### src/rtl/path_overhead_pkg.sv
// constants for the path overhead control block: register map, fields,
// reset values and line-side byte classes.
// assumes one 50 MHz clock and a classic wishbone port with 32-bit data.
package path_overhead_pkg;

  // register indices; byte address is four times the index
  localparam logic [6:0] IDX_MASTER        = 7'h00;
  localparam logic [6:0] IDX_EVENT_STATUS  = 7'h31;
  localparam logic [6:0] IDX_PARITY_LO     = 7'h38;
  localparam logic [6:0] IDX_PARITY_HI     = 7'h39;
  localparam logic [6:0] IDX_FAR_LO        = 7'h3a;
  localparam logic [6:0] IDX_FAR_HI        = 7'h3b;
  localparam logic [6:0] IDX_PARITY_CFG    = 7'h3d;
  localparam logic [6:0] IDX_TX_DIAG       = 7'h40;
  localparam logic [6:0] IDX_TX_PTR_CTL    = 7'h41;
  localparam logic [6:0] IDX_ARBITRARY_POINTER_VALUE_LO       = 7'h45;
  localparam logic [6:0] IDX_ARBITRARY_POINTER_VALUE_HI       = 7'h46;

  // master register
  localparam int FIXED_PTR_BIT = 0;
  // event status register
  localparam int PARITY_EVT_BIT = 1;
  localparam int FAR_EVT_BIT    = 0;
  // parity configuration
  localparam int BLOCK_PARITY_BIT = 5;
  localparam logic [7:0] PARITY_CFG_MASK  = 8'hf7;
  localparam logic [7:0] PARITY_CFG_RESET = 8'h00;
  // transmit diagnostic control
  localparam int ALARM_INSERT_BIT  = 0;
  localparam int PARITY_INVERT_BIT = 1;
  localparam logic [2:0] TX_DIAG_RESET = 3'h0;
  // transmit pointer control
  localparam int POS_JUST_BIT    = 1;
  localparam int NEG_JUST_BIT    = 2;
  localparam int NDF_FORCE_BIT   = 3;
  localparam int PTR_LOAD_BIT    = 4;
  localparam int SPACING_BIT     = 5;
  localparam int FORCED_PTR_BIT  = 6;
  localparam logic [6:0] PTR_CTL_RESET = 7'h00;
  // arbitrary pointer upper register fields
  localparam int NDF_PAT_LSB  = 4;
  localparam int SS_LSB       = 2;
  localparam logic [7:0] ARBITRARY_POINTER_VALUE_LO_RESET = 8'h00;
  localparam logic [7:0] ARBITRARY_POINTER_VALUE_HI_RESET = 8'h90;

  // payload pointer
  localparam logic [9:0] PTR_MAX      = 10'd782;
  localparam logic [3:0] NDF_NORMAL   = 4'b0110;
  localparam logic [9:0] INC_BIT_MASK = 10'h2aa;
  localparam logic [9:0] DEC_BIT_MASK = 10'h155;
  localparam logic [1:0] SPACING_FRAMES = 2'd3;
  localparam logic [3:0] FAR_ERR_MAX  = 4'd8;

  // line-side byte classes on TX_BYTE_CLASS
  localparam logic [2:0] CLS_OTHER = 3'd0;
  localparam logic [2:0] CLS_SPE   = 3'd1;
  localparam logic [2:0] CLS_H1    = 3'd2;
  localparam logic [2:0] CLS_H2    = 3'd3;
  localparam logic [2:0] CLS_H3    = 3'd4;
  localparam logic [2:0] CLS_B3    = 3'd5;

endpackage : path_overhead_pkg

### src/rtl/path_overhead_ctrl.sv
// path overhead control: receive path error counters and transmit path
// pointer, alarm and parity insertion, with a classic wishbone slave.
// assumes line-side strobes are synchronous to REF_CLK; one frame start
// pulse arrives before the H1 byte of each transmitted frame.
`timescale 1ns/100ps

// Overview of operation
// - count received path parity errors; polled count in two byte registers.
// - any path counter write captures both counters and restarts from zero.
// - an error in the poll cycle lands in the captured value.
// - a write to the master register also captures and clears both counters.
// - count far-end block errors from G1 likewise in a second counter.
// - block parity mode counts and reports at most one error per frame.
// - bit mode counts every mismatching parity bit, up to eight per frame.
// - alarm insert forces SPE, H1, H2, H3 and B3 bytes to all ones.
// - parity invert control sends the inverse of the computed B3 byte.
// - rising positive request gives one positive justification, self-clears.
// - rising negative request gives one negative justification, self-clears.
// - fixed pointer setting ignores justify, load and forced pointer.
// - flag control inserts programmed pattern continuously, as does a successful pointer load for its frame, else 0110.
// - pointer load moves pointer to programmed value if not above 782.
// - pointer load bit clears itself at the next frame start, even for a value above 782.
// - spacing bit limits justifications to one in any four frames.
// - forced pointer sends arbitrary value in H1, H2, at least one frame.
// - event flags set on errors and clear when their status is read.
// - flag pattern comes from the arbitrary pointer upper register.
module path_overhead_ctrl
  import path_overhead_pkg::*;
(
  input  wire logic        REF_CLK,
  input  wire logic        RST_B,
  // wishbone slave
  input  wire logic        CYC_I,
  input  wire logic        STB_I,
  input  wire logic        WE_I,
  input  wire logic [31:0] ADR_I,
  input  wire logic [3:0]  SEL_I,
  input  wire logic [31:0] DAT_I,
  output logic      [31:0] DAT_O,
  output logic             ACK_O,
  // receive path results, one pulse per frame each
  input  wire logic        RX_B3_VALID,
  input  wire logic [7:0]  RX_B3_MISMATCH,
  input  wire logic        RX_G1_VALID,
  input  wire logic [3:0]  RX_G1_FAR_ERR,
  // parity errors per frame handed to the transmit path
  output logic             TX_FAR_REPORT_VALID,
  output logic      [3:0]  TX_FAR_REPORT,
  // transmit stream
  input  wire logic        TX_FRAME_START,
  input  wire logic        TX_BYTE_VALID,
  input  wire logic [2:0]  TX_BYTE_CLASS,
  input  wire logic [7:0]  TX_BYTE_IN,
  output logic             TX_BYTE_OUT_VALID,
  output logic      [7:0]  TX_BYTE_OUT,
  output logic      [9:0]  TX_POINTER,
  output logic             TX_JUST_POS,
  output logic             TX_JUST_NEG
);

  //////////////////////////////////////////////////////////////////////////
  // reset release
  logic rst_meta_q;
  logic rst_n_q;
  always_ff @(posedge REF_CLK or negedge RST_B) begin
    if (!RST_B) begin
      rst_meta_q <= 1'b0;
      rst_n_q    <= 1'b0;
    end else begin
      rst_meta_q <= 1'b1;
      rst_n_q    <= rst_meta_q;
    end
  end

  //////////////////////////////////////////////////////////////////////////
  // bus decode
  logic [6:0]  idx;
  logic        mapped_space;
  logic        req;
  logic        wr;
  logic        rd;
  logic        ack_q;
  assign idx          = ADR_I[8:2];
  assign mapped_space = (ADR_I[31:9] == 23'h0) && (ADR_I[1:0] == 2'b00);
  assign req          = CYC_I && STB_I && !ack_q;
  assign wr           = req && WE_I && SEL_I[0] && mapped_space;
  assign rd           = req && !WE_I && mapped_space;
  always_ff @(posedge REF_CLK or negedge rst_n_q) begin
    if (!rst_n_q) begin
      ack_q <= 1'b0;
    end else begin
      ack_q <= req;
    end
  end

  assign ACK_O = ack_q;
  //////////////////////////////////////////////////////////////////////////
  // control registers
  logic       fixed_ptr_q;
  logic [7:0] parity_cfg_q;
  logic [2:0] tx_diag_q;
  logic [6:0] ptr_ctl_q;
  logic [6:0] ptr_ctl_d;
  logic [7:0] arbitrary_pointer_value_lo_q;
  logic [7:0] arbitrary_pointer_value_hi_q;
  logic       force_owed_q;
  logic       pos_done;
  logic       neg_done;
  logic       load_done;
  logic       wr_ptr_ctl;
  logic [9:0] arbitrary_pointer_value;
  logic [3:0] ndf_pattern;
  assign wr_ptr_ctl  = wr && (idx == IDX_TX_PTR_CTL);
  assign arbitrary_pointer_value        = {arbitrary_pointer_value_hi_q[1:0], arbitrary_pointer_value_lo_q};
  assign ndf_pattern = arbitrary_pointer_value_hi_q[NDF_PAT_LSB +: 4];
  always_ff @(posedge REF_CLK or negedge rst_n_q) begin
    if (!rst_n_q) begin
      fixed_ptr_q  <= 1'b0;
      parity_cfg_q <= PARITY_CFG_RESET;
      tx_diag_q    <= TX_DIAG_RESET;
      arbitrary_pointer_value_lo_q    <= ARBITRARY_POINTER_VALUE_LO_RESET;
      arbitrary_pointer_value_hi_q    <= ARBITRARY_POINTER_VALUE_HI_RESET;
    end else if (wr) begin
      unique case (idx)
        IDX_MASTER:     fixed_ptr_q  <= DAT_I[FIXED_PTR_BIT];
        IDX_PARITY_CFG: parity_cfg_q <= DAT_I[7:0] & PARITY_CFG_MASK;
        IDX_TX_DIAG:    tx_diag_q    <= DAT_I[2:0];
        IDX_ARBITRARY_POINTER_VALUE_LO:    arbitrary_pointer_value_lo_q    <= DAT_I[7:0];
        IDX_ARBITRARY_POINTER_VALUE_HI:    arbitrary_pointer_value_hi_q    <= DAT_I[7:0];
        default: ;
      endcase
    end
  end

  // request bits self-clear when serviced; a done only happens while the
  // bit is one, so a fresh write of one is never lost
  always_comb begin
    ptr_ctl_d = wr_ptr_ctl ? DAT_I[6:0] : ptr_ctl_q;
    if (pos_done) begin
      ptr_ctl_d[POS_JUST_BIT] = 1'b0;
    end
    if (neg_done) begin
      ptr_ctl_d[NEG_JUST_BIT] = 1'b0;
    end
    if (load_done) begin
      ptr_ctl_d[PTR_LOAD_BIT] = 1'b0;
    end
  end

  always_ff @(posedge REF_CLK or negedge rst_n_q) begin
    if (!rst_n_q) begin
      ptr_ctl_q <= PTR_CTL_RESET;
    end else begin
      ptr_ctl_q <= ptr_ctl_d;
    end
  end

  // a rising forced-pointer bit owes at least one corrupted frame
  always_ff @(posedge REF_CLK or negedge rst_n_q) begin
    if (!rst_n_q) begin
      force_owed_q <= 1'b0;
    end else if (wr_ptr_ctl && DAT_I[FORCED_PTR_BIT]
                 && !ptr_ctl_q[FORCED_PTR_BIT]) begin
      force_owed_q <= 1'b1;
    end else if (TX_FRAME_START) begin
      force_owed_q <= 1'b0;
    end
  end

  //////////////////////////////////////////////////////////////////////////
  // receive error accumulation
  function automatic logic [15:0] sat_add(input logic [15:0] a,
                                          input logic [3:0]  b);
    logic [16:0] sum;
    sum = {1'b0, a} + {13'h0, b};
    return sum[16] ? 16'hffff : sum[15:0];
  endfunction : sat_add
  logic [3:0]  bit_errs;
  logic [3:0]  parity_inc;
  logic [3:0]  far_inc;
  logic        poll;
  logic [15:0] parity_acc_q;
  logic [15:0] parity_hold_q;
  logic [15:0] far_acc_q;
  logic [15:0] far_hold_q;
  logic [1:0]  event_q;
  logic        rd_status;
  always_comb begin
    bit_errs = 4'h0;
    for (int i = 0; i < 8; i++) begin
      bit_errs = bit_errs + {3'h0, RX_B3_MISMATCH[i]};
    end
  end

  always_comb begin
    parity_inc = 4'h0;
    if (RX_B3_VALID) begin
      if (parity_cfg_q[BLOCK_PARITY_BIT]) begin
        parity_inc = {3'h0, |RX_B3_MISMATCH};
      end else begin
        parity_inc = bit_errs;
      end
    end
  end

  // values above eight carry no error count
  assign far_inc = (RX_G1_VALID && RX_G1_FAR_ERR <= FAR_ERR_MAX)
                   ? RX_G1_FAR_ERR : 4'h0;

  assign poll = wr && ((idx == IDX_MASTER)
                || (idx >= IDX_PARITY_LO && idx <= IDX_FAR_HI));

  // the poll cycle's own increment goes into the captured value
  always_ff @(posedge REF_CLK or negedge rst_n_q) begin
    if (!rst_n_q) begin
      parity_acc_q  <= 16'h0;
      parity_hold_q <= 16'h0;
      far_acc_q     <= 16'h0;
      far_hold_q    <= 16'h0;
    end else if (poll) begin
      parity_hold_q <= sat_add(parity_acc_q, parity_inc);
      far_hold_q    <= sat_add(far_acc_q, far_inc);
      parity_acc_q  <= 16'h0;
      far_acc_q     <= 16'h0;
    end else begin
      parity_acc_q <= sat_add(parity_acc_q, parity_inc);
      far_acc_q    <= sat_add(far_acc_q, far_inc);
    end
  end

  assign rd_status = rd && (idx == IDX_EVENT_STATUS);
  // set wins over the clear by read
  always_ff @(posedge REF_CLK or negedge rst_n_q) begin
    if (!rst_n_q) begin
      event_q <= 2'b00;
    end else begin
      event_q[PARITY_EVT_BIT] <= (parity_inc != 4'h0)
        || (event_q[PARITY_EVT_BIT] && !rd_status);
      event_q[FAR_EVT_BIT]    <= (far_inc != 4'h0)
        || (event_q[FAR_EVT_BIT] && !rd_status);
    end
  end

  always_ff @(posedge REF_CLK or negedge rst_n_q) begin
    if (!rst_n_q) begin
      TX_FAR_REPORT_VALID <= 1'b0;
      TX_FAR_REPORT       <= 4'h0;
    end else begin
      TX_FAR_REPORT_VALID <= RX_B3_VALID;
      if (RX_B3_VALID) begin
        TX_FAR_REPORT <= parity_inc;
      end
    end
  end

  //////////////////////////////////////////////////////////////////////////
  // transmit pointer generation, decided once per frame
  logic       act_ok;
  logic       space_ok;
  logic       do_load;
  logic       load_ok;
  logic       do_pos;
  logic       do_neg;
  logic [9:0] ptr_q;
  logic [9:0] ptr_base;
  logic       just_pos_q;
  logic       just_neg_q;
  logic       ndf_frame_q;
  logic       force_frame_q;
  logic [1:0] space_cnt_q;
  assign act_ok   = !fixed_ptr_q;
  assign space_ok = !ptr_ctl_q[SPACING_BIT]
                    || (space_cnt_q == SPACING_FRAMES);
  assign do_load  = act_ok && ptr_ctl_q[PTR_LOAD_BIT];
  assign load_ok  = do_load && (arbitrary_pointer_value <= PTR_MAX);
  assign do_pos   = act_ok && !do_load && space_ok
                    && ptr_ctl_q[POS_JUST_BIT];
  assign do_neg   = act_ok && !do_load && space_ok
                    && !ptr_ctl_q[POS_JUST_BIT]
                    && ptr_ctl_q[NEG_JUST_BIT];

  assign pos_done  = TX_FRAME_START && do_pos;
  assign neg_done  = TX_FRAME_START && do_neg;
  assign load_done = TX_FRAME_START && do_load;
  // last frame's justification moves the pointer for this frame
  always_comb begin
    ptr_base = ptr_q;
    if (just_pos_q) begin
      ptr_base = (ptr_q == PTR_MAX) ? 10'h0 : ptr_q + 10'h1;
    end else if (just_neg_q) begin
      ptr_base = (ptr_q == 10'h0) ? PTR_MAX : ptr_q - 10'h1;
    end
  end

  always_ff @(posedge REF_CLK or negedge rst_n_q) begin
    if (!rst_n_q) begin
      ptr_q         <= 10'h0;
      just_pos_q    <= 1'b0;
      just_neg_q    <= 1'b0;
      ndf_frame_q   <= 1'b0;
      force_frame_q <= 1'b0;
      space_cnt_q   <= SPACING_FRAMES;
    end else if (TX_FRAME_START) begin
      ptr_q         <= load_ok ? arbitrary_pointer_value : ptr_base;
      just_pos_q    <= do_pos;
      just_neg_q    <= do_neg;
      ndf_frame_q   <= ptr_ctl_q[NDF_FORCE_BIT] || load_ok;
      force_frame_q <= act_ok && (ptr_ctl_q[FORCED_PTR_BIT]
                                  || force_owed_q);
      if (do_pos || do_neg) begin
        space_cnt_q <= 2'd0;
      end else if (space_cnt_q != SPACING_FRAMES) begin
        space_cnt_q <= space_cnt_q + 2'd1;
      end
    end
  end

  assign TX_POINTER  = ptr_q;
  assign TX_JUST_POS = just_pos_q;
  assign TX_JUST_NEG = just_neg_q;
  //////////////////////////////////////////////////////////////////////////
  // transmit byte overwrite
  logic [9:0]  ptr_sent;
  logic [9:0]  ptr_flip;
  logic [15:0] ptr_word;
  logic        alarm_byte;
  logic [7:0]  byte_d;
  assign ptr_sent = force_frame_q ? arbitrary_pointer_value : ptr_q;
  assign ptr_flip = just_pos_q ? INC_BIT_MASK
                  : (just_neg_q ? DEC_BIT_MASK : 10'h0);
  assign ptr_word = {(ndf_frame_q ? ndf_pattern : NDF_NORMAL),
                     arbitrary_pointer_value_hi_q[SS_LSB +: 2], ptr_sent ^ ptr_flip};

  assign alarm_byte = tx_diag_q[ALARM_INSERT_BIT]
                      && (TX_BYTE_CLASS != CLS_OTHER);

  always_comb begin
    byte_d = TX_BYTE_IN;
    if (alarm_byte) begin
      byte_d = 8'hff;
    end else if (TX_BYTE_CLASS == CLS_H1) begin
      byte_d = ptr_word[15:8];
    end else if (TX_BYTE_CLASS == CLS_H2) begin
      byte_d = ptr_word[7:0];
    end else if (TX_BYTE_CLASS == CLS_B3
                 && tx_diag_q[PARITY_INVERT_BIT]) begin
      byte_d = ~TX_BYTE_IN;
    end
  end

  always_ff @(posedge REF_CLK or negedge rst_n_q) begin
    if (!rst_n_q) begin
      TX_BYTE_OUT_VALID <= 1'b0;
      TX_BYTE_OUT       <= 8'h0;
    end else begin
      TX_BYTE_OUT_VALID <= TX_BYTE_VALID;
      if (TX_BYTE_VALID) begin
        TX_BYTE_OUT <= byte_d;
      end
    end
  end

  //////////////////////////////////////////////////////////////////////////
  // read data
  logic [7:0] rd_byte;
  always_comb begin
    rd_byte = 8'h0;
    unique case (idx)
      IDX_MASTER:       rd_byte = {7'h0, fixed_ptr_q};
      IDX_EVENT_STATUS: rd_byte = {6'h0, event_q};
      IDX_PARITY_LO:    rd_byte = parity_hold_q[7:0];
      IDX_PARITY_HI:    rd_byte = parity_hold_q[15:8];
      IDX_FAR_LO:       rd_byte = far_hold_q[7:0];
      IDX_FAR_HI:       rd_byte = far_hold_q[15:8];
      IDX_PARITY_CFG:   rd_byte = parity_cfg_q;
      IDX_TX_DIAG:      rd_byte = {5'h0, tx_diag_q};
      IDX_TX_PTR_CTL:   rd_byte = {1'b0, ptr_ctl_q};
      IDX_ARBITRARY_POINTER_VALUE_LO:      rd_byte = arbitrary_pointer_value_lo_q;
      IDX_ARBITRARY_POINTER_VALUE_HI:      rd_byte = arbitrary_pointer_value_hi_q;
      default:          rd_byte = 8'h0;
    endcase
  end

  always_ff @(posedge REF_CLK or negedge rst_n_q) begin
    if (!rst_n_q) begin
      DAT_O <= 32'h0;
    end else if (req) begin
      DAT_O <= rd ? {24'h0, rd_byte} : 32'h0;
    end
  end

endmodule : path_overhead_ctrl

### config.mk
export PLATFORM = sky130hd
export DESIGN_NAME = path_overhead_ctrl
export DESIGN_NICKNAME = d
export VERILOG_FILES = /design/src/rtl/path_overhead_pkg.sv /design/src/rtl/path_overhead_ctrl.sv
export SDC_FILE = /design/constraint.sdc
export NUM_CORES = 1
export LEC_CHECK = 0
export ABC_AREA = 1
export BUFFER_PORTS_ARGS = -buffer_cell sky130_fd_sc_hd__clkbuf_2
export CAP_MARGIN = 0
export CORE_MARGIN = 1
export CORE_UTILIZATION = 50
export DETAILED_ROUTE_END_ITERATION = 8
export HOLD_SLACK_MARGIN = 0.06
export PLACE_DENSITY_LB_ADDON = 0.15
export SYNTH_ARGS = -nofsm -noshare
export SYNTH_HDL_FRONTEND = slang
export SYNTH_SLANG_ARGS = --single-unit
### constraint.sdc
create_clock -name REF_CLK -period 9.4 [get_ports REF_CLK]
set_input_delay 0.47 -clock REF_CLK [delete_from_list [all_inputs] [get_ports REF_CLK]]
set_output_delay 0.47 -clock REF_CLK [all_outputs]
set_load 0.05 [all_outputs]
==> summary.md <==
| Metric | Value |
|---|---|
| Syn-to-layout area delta | 13.2% |
| Pwr/cell area | 182 nW/um^2 |
| Die Ht | 136 microns |
| Multi-input logic area | around 4600 sq um |
| Syn Inst Count | roughly 1300 |
| Drt first pass iters | 7 |
| GRT met2 Usage | 44.1% |
| Port bufs | ~110 |
| Worst Hold Class | input pin to flop |
| Leakage power | about 5.8 nW |
| Crit share post-route | 46.3% |
| Tot Pwr | between 1.5 and 2 mW |
| H-tree depth | 4 |
| Fillers | 1700 |
| GR peak layer | met2 |
| Top-area cell type share of the netlist area | a little under two fifths |
| Critical path class | input pin to flop |
| Initial DRC count | 586 |
| Status | finished clean |
| Dpl hpwl | 17.7 mm |
| Ports | 159 |
| Top FF cell, synth | dfrtp_1 |
| CP Launch Type | input pin |
| Post-synth EDFFs | 0 |
| TNS Setup | 0 ns |
| Synth top area cells | dfrtp_1 (38%), nand2_1 (19%), inv_1 (7.0%) |
| Slew Viols, Final | 0 |
| Width of the chip | 136 microns |
| CP required | 9.72 ns |
| Worst skew pair latency | 0.43 ns |
| CP Capture Type | flop |
| Clock root cell | clkbuf_16 |
| Crit path max fanout | 12 |
| Num Clock Sinks | 142 |
| Non-filler instance count after layout | 1672 |
| FP Rows | 48 |
| First-pass GRT wire length | approximately 38 mm |
| Initial Util | 51.6% |
| DRC Markers | 0 |
| Sequential-to-total area share from yosys stat | roughly 39% |
| Hold Fails Final Rpt | 0 |
| RePlAce Congestion | approximately 0.92 |
| Number of routed nets with antenna violations | 0 |
| Met3 usage | 4.88% |
| Largest net degree at the start of global routing | 77 |
| Syn Std Cell Area | 9020 sq um |
| Yosys cell types | 40 |
| Critical path arrival | approximately 4.7 ns |
| Drt wl/cell | 14.0 microns |
| Post-synth ARST share | 100% |
| Final WL | 23.4 mm |
| Via count of the first global-routing pass | 7832 |
| Nets | 1556 |
| Sequential cell area | 3560 sq um |
| Register bit total from synthesis | 142 |
| Num CTS Buffers | 17 |
| Clk slew on worst S/H paths | approximately 0.060 ns |
| Peak Freq | ~230 MHz |
| Synth warn | 0 |
| Deepest clock path buffer count | 2 |
| Area leader, netlist | dfrtp_1 |
| RSZ-0062 raised after global routing | false |
| Tightest Pin Transition | 0.986 ns |
| Syn avg cell area | 6.76 sq um |
| GRT overflow | 0 |
| CTS tree | yes |
| Vias | 8485 |
| Final clock skew | 0.0112 ns |
| Slew HR | 34.2% |
| Peak VDD IR | 0.139 mV |
| Initial antenna violation count | 0 |
| Met1 Usage GRT | 34.4% |
| Layout cells sized above 1 | 11.7% |
| Endpoints failing setup | 0 |
| Final min period | 4.36 ns |
| GRT Total Usage | roughly 27% |
| DIE AREA | 18600 sq um |
| Total core area | between 15000 and 20000 sq um |
| Antenna Cells | 0 |
| Max-cap violations | 0 |
| Vias/cell | roughly 5.1 |
| Cells after DPL | 1639 |
-- what timing repair did --
item                                   in CTS  in global routing
buffers inserted                            0                  0
setup endpoints to repair                   0                  0
hold buffers                                1                  0
gates resized for setup                     0                  0
endpoints found under the hold margin       2                  0
-- stage by stage --
stage / hold slack [ns] / setup slack [ns] / instance area (sq um) / util (%)
after global placement: 0.258 / 4.67 / 9620 / 55.1
after global routing: 0.252 / 4.75 / 10200 / 58.4
after floorplan: 0.174 / 5.16 / 9110 / -
final: 0.245 / 5.04 / 10200 / 58.4
after CTS: 0.239 / 5.05 / 10200 / 58.4
after detailed placement: 0.258 / 4.60 / 9620 / 55.1
-- Yosys cell counts, drive strengths merged, types with 5 or more instances --
cell type / n
o21ai: 92
nor2: 149
ha: 16
nand2: 467
or2: 7
nand4: 26
and2: 5
inv: 172
dfrtp: 138
nand3b: 10
xor2: 11
nor3: 10
clkbuf: 13
buf: 42
fa: 6
a21oi: 25
nand3: 124
-- registers in the layout (all words and copies together) (netlist names), 2 cells and up --
register and cells:
ptr_ctl_q 7, parity_acc_q 16, arbitrary_pointer_value_hi_q 8, far_hold_q 16
far_acc_q 16, parity_cfg_q 7, parity_hold_q 16, event_q 2
TX_POINTER 10, TX_FAR_REPORT 4, TX_BYTE_OUT 8, tx_diag_q 3
DAT_O 8, space_cnt_q 2, arbitrary_pointer_value_lo_q 8
-- path summary, 6_finish.rpt --
check                                  start                  end  slack, ns  depth (start not counted)
max reg2reg                  parity_cfg_q[5]      parity_acc_q[9]       6.56                         13
min                              RX_B3_VALID  TX_FAR_REPORT_VALID       0.24                          1
min reg2reg                       rst_meta_q              rst_n_q       0.34                          0
max                        RX_B3_MISMATCH[0]      parity_acc_q[9]       5.04                         20
max in group asynchronous            rst_n_q     TX_FAR_REPORT[3]       7.51                          1
min in group asynchronous              RST_B              rst_n_q       0.35                          2
-- cell usage in the layout (no fill, tap or decap), types with 4 or more instances in the layout --
| cell | count |
|---|---|
| a21oi_1 | 25 |
| and2_1 | 4 |
| clkbuf_16 | 17 |
| clkbuf_2 | 107 |
| conb_1 | 25 |
| dfrtp_1 | 137 |
| dfstp_2 | 4 |
| fa_1 | 6 |
| ha_1 | 16 |
| inv_1 | 169 |
| nand2_1 | 464 |
| nand3_1 | 124 |
| nand3b_1 | 10 |
| nand4_1 | 26 |
| nor2_1 | 143 |
| nor2_2 | 5 |
| nor3_1 | 8 |
| o21ai_0 | 74 |
| o21ai_1 | 13 |
| o21ai_2 | 5 |
| o22ai_1 | 4 |
| or2_2 | 7 |
| xor2_1 | 11 |
-- cell families (layout without fill, tap and decap cells) --
group | Yosys count | after routing | share of synthesized area (%)
AOI/OAI and AO/OA | 126 | 126 | 7.35
xor gates and xnor gates | 13 | 13 | 1.26
adders and majority gates | 22 | 22 | 3.55
buffers and inverters | 229 | 317 | 10.9
DFF | 142 | 142 | 39.4
other | 2 | 25 | 0.0832
and+or+nand+nor | 802 | 802 | 37.4
-- metal layers --
layer  vias to the layer above  routed length (microns)
li1                       4348                        -
met5                         -                        0
met4                         0                      776
met1                      3861                    10400
met3                        53                      919
met2                       223                    11300
-- critical path, cell delays in order --
cell and delay [ns]:
clkbuf_2 0.07, inv_1 0.06, fa_1 0.56, fa_1 0.43
fa_1 0.44, inv_1 0.06, ha_1 0.18, inv_1 0.06
fa_1 0.51, nor2_1 0.10, fa_1 0.45, nand2_1 0.08
nand2_1 0.05, nand2_1 0.05, nand2_1 0.11, nand2_1 0.12
inv_1 0.08, nand3_1 0.35, nand3_1 0.22, and2_1 0.21
-- where the power goes --
part / total [mW] / switching, mW / internal, mW
Clock: 0.673 / 0.269 / 0.404
Combinational: 0.458 / 0.311 / 0.147
Sequential: 0.726 / 0.0562 / 0.670
-- cell type report --
class	count	area share (%)
clock buffers	22	4.54
clock inverters	10	1.13
inverters	174	6.39
multi-input cells	988	44.7
flip-flops and latches	142	34.9
well taps	225	2.76
repair buffers	111	5.56
Note: power is estimated with default switching activity, not from simulation.
